File: config.mk
export PLATFORM = sky130hd
export DESIGN_NAME = slbt_bert_port
export DESIGN_NICKNAME = d
export VERILOG_FILES = /design/src/slbt_pkg.sv /design/src/slbt_err_counter.sv /design/src/slbt_bert_port.sv
export SDC_FILE = /design/constraint.sdc
export NUM_CORES = 2
export LEC_CHECK = 0
export BUFFER_PORTS_ARGS = -buffer_cell sky130_fd_sc_hd__buf_2
export CORE_AREA = 2 2 239 241
export CTS_BUF_LIST = sky130_fd_sc_hd__clkbuf_4
export DETAILED_ROUTE_END_ITERATION = 16
export DIE_AREA = 0 0 241 243
export PLACE_DENSITY = 0.94
export SKIP_CTS_REPAIR_TIMING = 1
export SYNTH_ARGS = -nofsm -noshare
export SYNTH_HDL_FRONTEND = slang
export SYNTH_SLANG_ARGS = --single-unit
File: constraint.sdc
create_clock -name sys_clk -period 8.9 [get_ports sys_clk]
set_input_delay 1.78 -clock sys_clk [delete_from_list [all_inputs] [get_ports sys_clk]]
set_output_delay 1.78 -clock sys_clk [all_outputs]
set_load 0.01 [all_outputs]
File: src/slbt_pkg.sv
// Shared constants and carrier types of the lane bit error tester.
// Assumes one 10-bit symbol per lane per sys_clk cycle on both paths.
`default_nettype none
package slbt_pkg;

	localparam int LANES = 4;
	localparam int SYM_W = 10;
	localparam int CNT_W = 15;
	localparam int PRE_W = 7;

	// Generator mode codes
	localparam logic [2:0] GEN_OFF    = 3'h0;
	localparam logic [2:0] GEN_PRBS15 = 3'h1;
	localparam logic [2:0] GEN_PRBS7  = 3'h2;
	localparam logic [2:0] GEN_FIX    = 3'h3;
	localparam logic [2:0] GEN_ALT    = 3'h4;
	localparam logic [2:0] GEN_QUAD   = 3'h5;

	// Matcher mode codes
	localparam logic [2:0] PM_MODE_OFF    = 3'h0;
	localparam logic [2:0] PM_MODE_PRBS15 = 3'h1;
	localparam logic [2:0] PM_MODE_PRBS7  = 3'h2;
	localparam logic [2:0] PM_MODE_SAME   = 3'h3;
	localparam logic [2:0] PM_MODE_INV    = 3'h4;

	// Fixed symbols of the four-symbol pattern
	localparam logic [9:0] SYM_ZEROS = 10'h000;
	localparam logic [9:0] SYM_ONES  = 10'h3FF;

	// Reset values
	localparam logic [14:0] LFSR_SEED = 15'h7FFF;
	localparam logic [9:0]  RST_SYM   = 10'h000;

	// Matcher sync: good symbols to lock, bad symbols to drop lock
	localparam logic [3:0] SYNC_GOOD = 4'h8;
	localparam logic [3:0] LOSS_BAD  = 4'h4;

	// Comma prefixes of both disparities, first seven bits on the wire
	localparam logic [6:0] COMMA_P = 7'h1F;
	localparam logic [6:0] COMMA_N = 7'h60;

	// Error counter limits; 32768 errors equal 256 units of 128
	localparam logic [14:0] CNT_MAX     = 15'h7FFF;
	localparam logic [14:0] CNT_RESCALE = 15'h0100;
	localparam logic [6:0]  PRE_MAX     = 7'h7F;

	typedef enum logic [2:0] {
		PM_OFF  = 3'h1,
		PM_HUNT = 3'h2,
		PM_LOCK = 3'h4
	} slbt_pm_state_e;

	typedef struct packed {
		logic [2:0] gen_mode;
		logic [2:0] pm_mode;
		logic [9:0] fixed_pattern_value;
		logic       rx_align_en;
	} slbt_lane_cfg_s;

	typedef struct packed {
		logic [14:0] count;
		logic        error_count_scaled_flag;
	} slbt_err_s;

endpackage
`default_nettype wire

File: src/slbt_err_counter.sv
// Scaled error counter of one lane with a pipelined read snapshot.
// Assumes clear, err_pulse and rd_strobe are one-cycle synchronous pulses.
`timescale 1ns/10ps
`default_nettype none
module slbt_err_counter
(
	input  wire logic              sys_clk,   // system clock
	input  wire logic              rstn,      // async reset, active low
	input  wire logic              clear,     // zero all count state
	input  wire logic              err_pulse, // one erroneous symbol
	input  wire logic              rd_strobe, // read of the count
	output var  slbt_pkg::slbt_err_s report   // value seen by the reader
);

	typedef struct packed {
		logic [6:0]          pre;
		slbt_pkg::slbt_err_s live;
		slbt_pkg::slbt_err_s snap;
		slbt_pkg::slbt_err_s outv;
	} slbt_cnt_st_s;

	slbt_cnt_st_s st_q;
	slbt_cnt_st_s st_d;

	always_comb
	begin
		st_d = st_q;
		if (clear)
		begin
			st_d = '0;
		end
		if (rd_strobe && !clear)
		begin
			st_d.outv = st_q.snap;
			st_d.snap = st_q.live;
		end
		// Count with scaling
		// Applied after the clear so an error in the clear cycle survives
		if (err_pulse)
		begin
			if (!st_d.live.error_count_scaled_flag)
			begin
				if (st_d.live.count == slbt_pkg::CNT_MAX)
				begin
					st_d.live.error_count_scaled_flag = 1'b1;
					st_d.live.count = slbt_pkg::CNT_RESCALE;
					st_d.pre = '0;
				end
				else
				begin
					st_d.live.count = st_d.live.count + 15'h0001;
				end
			end
			else if (st_d.live.count != slbt_pkg::CNT_MAX)
			begin
				if (st_d.pre == slbt_pkg::PRE_MAX)
				begin
					st_d.pre = '0;
					st_d.live.count = st_d.live.count + 15'h0001;
				end
				else
				begin
					st_d.pre = st_d.pre + 7'h01;
				end
			end
		end
	end

	always_ff @(posedge sys_clk or negedge rstn)
	begin
		if (!rstn)
		begin
			st_q <= '0;
		end
		else
		begin
			st_q <= st_d;
		end
	end

	assign report = st_q.outv;

endmodule
`default_nettype wire

File: src/slbt_bert_port.sv
// Bit error test logic of one four-lane serial port: per-lane pattern
// generators, receive word aligners, pattern matchers and counters.
// Assumes one parallel 10-bit symbol per lane per cycle, bit 9 first on
// the wire, and all control inputs synchronous to sys_clk.
`timescale 1ns/10ps
`default_nettype none
module slbt_bert_port
(
	input  wire logic                   sys_clk,    // system clock
	input  wire logic                   rstn,       // async reset, low
	input  wire slbt_pkg::slbt_lane_cfg_s [3:0] lane_cfg, // lane setup
	input  wire logic [3:0][9:0]        tx_traffic, // normal tx symbols
	input  wire logic [3:0][9:0]        rx_symbol,  // raw rx symbols
	input  wire logic [3:0]             cnt_clear,  // clear counter
	input  wire logic [3:0]             cnt_read,   // read counter
	output var  logic [3:0][9:0]        tx_symbol,  // symbols to send
	output var  logic [3:0][9:0]        rx_word,    // received symbols
	output var  logic [3:0]             pm_synced,  // matcher locked
	output var  slbt_pkg::slbt_err_s [3:0] err_report // count per lane
);

	typedef struct packed {
		logic [2:0]               gen_mode_prev;
		logic [1:0]               fix_idx;
		logic [14:0]              tx_lfsr;
		logic [9:0]               tx_sym;
		logic [9:0]               rx_prev;
		logic [9:0]               rx_cur;
		logic [3:0]               align_off;
		logic [9:0]               word;
		logic [9:0]               word_prev;
		slbt_pkg::slbt_pm_state_e pm_st;
		logic [2:0]               pm_mode_prev;
		logic [14:0]              pm_lfsr;
		logic [9:0]               pm_pred;
		logic [3:0]               run_cnt;
		logic                     err;
	} slbt_lane_st_s;

	slbt_lane_st_s [3:0] st_q;
	slbt_lane_st_s [3:0] st_d;

	// Runs the PRBS ten steps; returns {next state, symbol}, bit 9 first
	function automatic logic [24:0] prbs_step
	(
		input logic [14:0] s_in,
		input logic        long_poly
	);
		logic [14:0] s;
		logic [9:0]  sym;
		logic        fb;
		s = s_in;
		sym = '0;
		fb = 1'b0;
		for (int b = 9; b >= 0; b--)
		begin
			fb = long_poly ? (s[14] ^ s[13]) : (s[6] ^ s[5]);
			sym[b] = fb;
			s = {s[13:0], fb};
		end
		return {s, sym};
	endfunction

	// Ten bits of the two-symbol history starting off bits from the top
	function automatic logic [9:0] window
	(
		input logic [19:0] h,
		input logic [3:0]  off
	);
		logic [19:0] t;
		t = h >> (4'hA - off);
		return t[9:0];
	endfunction

	always_comb
	begin
		logic [24:0] pr;
		logic [9:0]  pat;
		logic [2:0]  gm;
		logic [2:0]  pm;
		logic [1:0]  idx;
		logic        restart;
		logic [19:0] hist;
		logic        found;
		logic [3:0]  off;
		logic [9:0]  cand;
		logic        active;
		logic        lfsr_mode;
		logic        mism;
		logic [9:0]  pred;
		logic [14:0] base;
		pr = '0;
		pat = '0;
		gm = '0;
		pm = '0;
		idx = '0;
		restart = 1'b0;
		hist = '0;
		found = 1'b0;
		off = '0;
		cand = '0;
		active = 1'b0;
		lfsr_mode = 1'b0;
		mism = 1'b0;
		pred = '0;
		base = '0;
		st_d = st_q;
		for (int i = 0; i < slbt_pkg::LANES; i++)
		begin
			gm = lane_cfg[i].gen_mode;
			pm = lane_cfg[i].pm_mode;
			pat = lane_cfg[i].fixed_pattern_value;

			restart = (gm != st_q[i].gen_mode_prev);
			st_d[i].gen_mode_prev = gm;
			idx = restart ? 2'h0 : st_q[i].fix_idx;
			st_d[i].fix_idx = idx + 2'h1;
			case (gm)
				slbt_pkg::GEN_PRBS15,
				slbt_pkg::GEN_PRBS7:
				begin
					pr = prbs_step(restart ? slbt_pkg::LFSR_SEED
						: st_q[i].tx_lfsr,
						gm == slbt_pkg::GEN_PRBS15);
					st_d[i].tx_lfsr = pr[24:10];
					st_d[i].tx_sym = pr[9:0];
				end
				slbt_pkg::GEN_FIX:
				begin
					st_d[i].tx_sym = pat;
				end
				slbt_pkg::GEN_ALT:
				begin
					st_d[i].tx_sym = idx[0] ? ~pat : pat;
				end
				slbt_pkg::GEN_QUAD:
				begin
					case (idx)
						2'h0: st_d[i].tx_sym = slbt_pkg::SYM_ZEROS;
						2'h1: st_d[i].tx_sym = pat;
						2'h2: st_d[i].tx_sym = slbt_pkg::SYM_ONES;
						default: st_d[i].tx_sym = ~pat;
					endcase
				end
				default:
				begin
					st_d[i].tx_sym = tx_traffic[i];
				end
			endcase

			// Receive word alignment on the two-symbol history
			st_d[i].rx_prev = st_q[i].rx_cur;
			st_d[i].rx_cur = rx_symbol[i];
			hist = {st_q[i].rx_prev, st_q[i].rx_cur};
			found = 1'b0;
			off = st_q[i].align_off;
			for (int k = 0; k < 10; k++)
			begin
				cand = window(hist, 4'(k));
				if (!found && (cand[9:3] == slbt_pkg::COMMA_P
					|| cand[9:3] == slbt_pkg::COMMA_N))
				begin
					found = 1'b1;
					off = 4'(k);
				end
			end
			// Raw pass when off
			// Offset is kept while disabled so re-enabling resumes quickly
			if (lane_cfg[i].rx_align_en)
			begin
				st_d[i].align_off = off;
				st_d[i].word = window(hist, off);
			end
			else
			begin
				st_d[i].word = st_q[i].rx_cur;
			end
			st_d[i].word_prev = st_q[i].word;

			active = (pm == slbt_pkg::PM_MODE_PRBS15)
				|| (pm == slbt_pkg::PM_MODE_PRBS7)
				|| (pm == slbt_pkg::PM_MODE_SAME)
				|| (pm == slbt_pkg::PM_MODE_INV);
			lfsr_mode = (pm == slbt_pkg::PM_MODE_PRBS15)
				|| (pm == slbt_pkg::PM_MODE_PRBS7);
			st_d[i].pm_mode_prev = pm;

			pred = (pm == slbt_pkg::PM_MODE_INV) ? ~st_q[i].word_prev
				: st_q[i].word_prev;
			// Seed from stream
			// Hunting reseeds from the last 15 received bits each symbol
			base = (st_q[i].pm_st == slbt_pkg::PM_LOCK) ? st_q[i].pm_lfsr
				: {st_q[i].word_prev[4:0], st_q[i].word};
			pr = prbs_step(base, pm == slbt_pkg::PM_MODE_PRBS15);
			st_d[i].pm_lfsr = pr[24:10];
			st_d[i].pm_pred = pr[9:0];
			mism = lfsr_mode ? (st_q[i].word != st_q[i].pm_pred)
				: (st_q[i].word != pred);

			st_d[i].err = 1'b0;
			if (!active)
			begin
				st_d[i].pm_st = slbt_pkg::PM_OFF;
				st_d[i].run_cnt = '0;
			end
			else if (pm != st_q[i].pm_mode_prev)
			begin
				st_d[i].pm_st = slbt_pkg::PM_HUNT;
				st_d[i].run_cnt = '0;
			end
			else
			begin
				case (st_q[i].pm_st)
					slbt_pkg::PM_OFF:
					begin
						st_d[i].pm_st = slbt_pkg::PM_HUNT;
						st_d[i].run_cnt = '0;
					end
					slbt_pkg::PM_HUNT:
					begin
						if (mism)
						begin
							st_d[i].run_cnt = '0;
						end
						else if (st_q[i].run_cnt + 4'h1
							== slbt_pkg::SYNC_GOOD)
						begin
							st_d[i].pm_st = slbt_pkg::PM_LOCK;
							st_d[i].run_cnt = '0;
						end
						else
						begin
							st_d[i].run_cnt = st_q[i].run_cnt + 4'h1;
						end
					end
					slbt_pkg::PM_LOCK:
					begin
						st_d[i].err = mism;
						if (!mism)
						begin
							st_d[i].run_cnt = '0;
						end
						else if (st_q[i].run_cnt + 4'h1
							== slbt_pkg::LOSS_BAD)
						begin
							st_d[i].pm_st = slbt_pkg::PM_HUNT;
							st_d[i].run_cnt = '0;
						end
						else
						begin
							st_d[i].run_cnt = st_q[i].run_cnt + 4'h1;
						end
					end
					default:
					begin
						st_d[i].pm_st = slbt_pkg::PM_OFF;
						st_d[i].run_cnt = '0;
					end
				endcase
			end
		end
	end

	always_ff @(posedge sys_clk or negedge rstn)
	begin
		if (!rstn)
		begin
			st_q <= '0;
			for (int i = 0; i < slbt_pkg::LANES; i++)
			begin
				st_q[i].pm_st <= slbt_pkg::PM_OFF;
				st_q[i].tx_lfsr <= slbt_pkg::LFSR_SEED;
				st_q[i].tx_sym <= slbt_pkg::RST_SYM;
			end
		end
		else
		begin
			st_q <= st_d;
		end
	end

	for (genvar g = 0; g < slbt_pkg::LANES; g++)
	begin : g_lane
		slbt_err_counter u_cnt
		(
			.sys_clk   (sys_clk),
			.rstn      (rstn),
			.clear     (cnt_clear[g]),
			.err_pulse (st_q[g].err),
			.rd_strobe (cnt_read[g]),
			.report    (err_report[g])
		);
	end

	always_comb
	begin
		for (int i = 0; i < slbt_pkg::LANES; i++)
		begin
			tx_symbol[i] = st_q[i].tx_sym;
			rx_word[i] = st_q[i].word;
			pm_synced[i] = st_q[i].pm_st[2];
		end
	end

endmodule
`default_nettype wire

# [Yosys cells after proc, flatten, opt, wreduce, memory -nomap -nowiden]
# Index checks and enable logic that the tools add are counted.
[op_classes] bitwise_logic=152 n_eq_ne=188 add_sub_neg=20 n_mux=304 shifts=4 reduce_logical=148
[op_table] cell="equality test 7 bit, second input constant" n=44
[op_table] cell="equality test 7 x 5 -> 1 bit, second input constant" n=40
[op_table] cell="2-to-1 mux 4 bit" n=64
[op_table] cell="2-to-1 mux 15 bit" n=16
[op_table] cell="2-to-1 mux 55 bit" n=4
[op_table] cell="2-to-1 mux 22 bit" n=8
[op_table] cell="case mux 10 bit (4 select lines)" n=4
[op_table] cell="XOR 1 bit" n=144
[op_table] cell="2-to-1 mux 1 bit" n=140
[op_table] cell="2-to-1 mux 32 bit" n=4
[op_table] cell="2-to-1 mux 10 bit" n=12
[op_table] cell="case mux 10 bit (3 select lines)" n=4
[op_table] cell="2-to-1 mux 23 bit" n=4
[op_table] cell="!= test 10 bit" n=8
[op_table] cell="NOT 10 bit" n=8
[op_table] cell=">> shifter 20 x 4 -> 10 bit" n=4
[op_table] cell="2-to-1 mux 3 bit" n=24
[op_table] cell="adder 15 x 1 -> 15 bit, second input constant" n=4
[op_table] cell="equality test 15 bit, second input constant" n=4
[op_table] cell="equality test 3 x 2 -> 1 bit, second input constant" n=20
[op_table] cell="!= test 15 bit, second input constant" n=4
[op_table] cell="2-to-1 mux 7 bit" n=8
[op_table] cell="logical OR 1 bit" n=52
[op_table] cell="equality test 3 bit, second input constant" n=16
[op_table] cell="22 further kinds" n=176
[word_totals] wordCells=904 output_inout_bits=148 regBits=660

# [Depth between registers and ports, before layout]
[depth] word_depth=33 ltp_mapped=22

# [Modules after synthesis]
# A second synthesis with hierarchy kept.
[hier_totals] hier_cells=4165 hier_area_um2=39255.1
[by_module_without_submodules] module="slbt_bert_port" cells_per_inst=2909 seq_area_each_um2=10089.7 n_inst=1 area_each_um2=27128.5
[by_module_without_submodules] module="slbt_err_counter" cells_per_inst=314 seq_area_each_um2=1376.3 n_inst=4 area_each_um2=3031.7

# [Worst setup path after synthesis]
# Ideal clock, no wire load.
[synth_path] kind="input -> register" from="in cnt_clear[0]" to="reg g_lane[0].u_cnt.st_q[35] in the netlist's numbering" n_path_buf=4 setup_slack_ns=4.136 stages=16 t_arrival_ns=4.643 setup_time_ns=0.121 path_cell_list="clkbuf_1 > clkbuf_1 > clkbuf_1 > nor2b_1 > ha_1 > and3_1 > nand3_1 > nor2_1 > and4_1 > and3_1 > clkbuf_1 > o21ai_1 > nand3_1 > o211ai_1 > o21ai_0 > a22o_1"
[synth_rtl] element="start: declaration" line_no="slbt_bert_port.sv:14" source="input wire logic [3:0] cnt_clear,"
[synth_rtl] element="end signal: assignment" line_no="slbt_err_counter.sv:77" source="st_q <= st_d;"
[synth_rtl] element="end: declaration" line_no="slbt_err_counter.sv:22" source="slbt_cnt_st_s st_q;"

==> results.toml <==
[placed_design]
dp_hpwl_mm = 60.7
portBuffers = 305
dpl.cell_count = 4664
pre_cts_slack_ps = 3570
place_area_um2 = 38300
globalplace.congestion = 0.946

[global_route]
use_met2_pct = 50.3
antenna_found_initial = 4
grt.total_usage_pct = 31.2
grt-busiest-layer = "met2"
grt_pass1_wl_mm = 151
grt_start_max_net_pins = 179
grt-ovfl-total = 0
use_met1_pct = 40.8
met3_usage_pct = 6.70
first_global_vias = 30300

[setup_path]
reg2reg_to = "rx_word[34]$_DFF_PN0_"
critPathSlowestCell = "ha_1"
crit_top_cell = "mux4_2"
cp_slowest_stage_delay_ps = 1040
start_kind = "flip-flop"
worstPathArrival_ps = 6060
worstPathCellList = "or4_4 > o32ai_2 > a311oi_1 > nor4_1 > nand2b_1 > inv_2 > ha_1 > mux4_2 > mux4_2 > mux2_2"
reg2reg_setup_slack_ps = 3700
ff2ff_path_depth = 10
rr_startpoint = "st_d[409]$_DFF_PN0_"
path_delay_family = "simple AND/OR/NAND/NOR gates"
end_kind = "flip-flop"
timing.critical_path.buf_inv = 1
crit_type = "flip-flop to flip-flop"
crit_fanout = 27
worstPathRequired_ps = 9760

[floorplanning]
fp.dieArea_um2 = 58600
die_height_um = 243
start_util_pct = 67.3
fp.dieW_um = 241
rows = 87
ios = 306
fp.coreArea_um2 = 56000

[detailed_routing]
drtIter0Drc = 3074
drc = 0
avgViaCountPerCell = 6.33
wirelength_mm = 90.7
routedWlPerCell_um = 18.3
antenna_left = 0
vias = 31400
drtPass1Iterations = 6

[clock_network]
cts_tree = "done"
clkLatencyLatePin_ps = 990
root_buffer = "clkbuf_4"
cts_buffers = 160
ctsHtreeMaxLevel = 4
clkTransAtPathRegs_ps = 70
cts_buffer_depth = 3
clkSinkCount = 620

[timing]
rsz0062_at_grt = "no"
period_share_pct = 58.5
fmax_mhz = 192
finalClockSkew_ps = 70.1
relSlewSlack_pct = 20.0
tns_ps = 0
worstMarginPinSlew_ps = 1200
setup_ws_ps = 3700
hold_viol = 0
period_minus_slack_ps = 5200
slew_viol_final = 0
finalSetupViolations = 0

[synthesis]
yosysTopAreaCell = "dfrtp_1"
synth_edf_count = 0
ys_seq_elements = 620
yosysSeqAreaShare_pct = 41.4
netlist_area_um2 = 37600
synth_area_per_cell_um2 = 9.49
synth_flop_cell = "dfrtp_1"
synth_area_leaders = "dfrtp_1 (37%), mux2i_1 (7.7%), nand2_1 (4.5%)"
ys_types = 97
synthArstFlopShare_pct = 100
synth_fp_nets = 4154
yosysWarnings = 0
synth_top_area_share_pct = 37.0
synthCells = 3966

[min_path]
hold_class = "flip-flop to flip-flop"
holdPathStages = 0
hold_end = "st_q[70]$_DFF_PN0_"
worstHoldStart = "st_d[70]$_DFF_PN0_"

[power_and_ir_drop]
p_sw_share_pct = 34.8
p_switching_mw = 3.18
p_seq_share_pct = 41.6
power_mw = 9.12
ir_drop_mv = 0.191
power_frac_clock_pct = 27.8
p_int_mw = 5.94
p_per_area_nw_per_um2 = 226
power_leakage_nw = 18.1
power_frac_comb_pct = 30.6

[cells_and_area]
n_fill_cell = 3797
final_common_cell = "dfrtp_1"
design_area_um2 = 40400
drive_gt1_share_pct = 19.6
final_cell_mix = "dfrtp_1 (556), nand2_1 (451), nor2_1 (353)"
instances_no_fill = 4952
synthToLayoutAreaGrowth_pct = 7.37
final_nets = 4258

[run]
maxCapViolCount = 0

[run_status]
outcome = "finished, final reports clean"
registers in the layout (all words and copies together) (netlist names):
name,cells
g_lane.u_cnt.report,64
g_lane.u_cnt.st_q,156
pm_synced,4
rx_word,40
st_d,40
st_q,276
tx_symbol,40
layout make-up:
cell class              count  area (um2)  share of cell area [%]
well taps                 756         946                    2.34
repair buffers            332        1760                    4.36
multi-input cells        2881       19700                    48.8
clock buffers             239        1790                    4.44
inverters                  75         282                   0.696
flip-flops and latches    620       15600                    38.6
diodes                      2        5.00                  0.0124
clock inverters            47         318                   0.786
worst max path at each step:
stage	startpoint	to	slack, ps	cells after the start
floorplan	cnt_clear[0]	g_lane[0].u_cnt.st_q[35]$_DFF_PN0_	4140	16
global placement	cnt_clear[3]	g_lane[3].u_cnt.st_q[36]$_DFF_PN0_	3770	14
detailed placement	cnt_clear[3]	g_lane[3].u_cnt.st_q[51]$_DFF_PN0_	3570	12
CTS	st_d[409]$_DFF_PN0_	rx_word[34]$_DFF_PN0_	3730	10
global route	st_d[409]$_DFF_PN0_	rx_word[34]$_DFF_PN0_	3360	10
finish	st_d[409]$_DFF_PN0_	rx_word[34]$_DFF_PN0_	3700	10
Yosys cell counts (23+ instances only):
master and instances:
a211oi_1 61, a21oi_1 182, a22oi_1 23, a31oi_1 44, and3_1 35, buf_1 39, buf_2 26, buf_4 151
clkbuf_1 171, dfrtp_1 556, dfstp_2 64, ha_1 30, inv_1 68, mux2_2 68, mux2i_1 288, mux4_2 47
nand2_1 451, nand2b_1 45, nand3_1 86, nand4_1 39, nor2_1 353, nor2b_1 86, nor3_1 38, nor3b_1 23
o211ai_1 43, o21ai_0 192, o221ai_1 57, o22a_1 48, o31ai_1 26, xnor2_1 158, xor2_1 125
cell families (layout without fill, tap and decap cells):
family                     Yosys count  after routing  synth area share [%]
and+or+nand+nor                   1294           1294                  16.4
AOI/OAI and AO/OA                  866            866                  15.6
DFF                                620            620                  41.4
buffers and inverters              465            693                  6.29
muxes                              404            404                  12.5
xor gates and xnor gates           284            284                  6.63
adders and majority gates           33             33                  1.08
other                                0              2                     0
per-stage QoR:
| stage | hold slack (ps) | util (%) |
|---|---|---|
| after floorplan | 349 | - |
| after global placement | 393 | 68.5 |
| after detailed placement | 397 | 68.5 |
| after CTS | 386 | 72.2 |
| after global routing | 429 | 72.2 |
| final | 415 | 72.2 |
power groups by stage:
| stage | logic, mW | registers (mW) | clock network [mW] |
|---|---|---|---|
| global placement | 2.63 | 3.79 | 0 |
| global route | 3.05 | 3.83 | 2.75 |
| floorplan | 2.32 | 3.60 | 0 |
| detailed placement | 2.74 | 3.82 | 0 |
| finish | 2.79 | 3.79 | 2.54 |
| CTS | 2.77 | 3.77 | 2.60 |
per-layer routing:
metal  part of all wire, %  vias up
met2                    49     1524
met3                   7.4      283
met5                 0.015        -
li1                      -    14400
met1                    40    15200
met4                   3.2        2
Note: power is estimated with default switching activity, not from simulation.
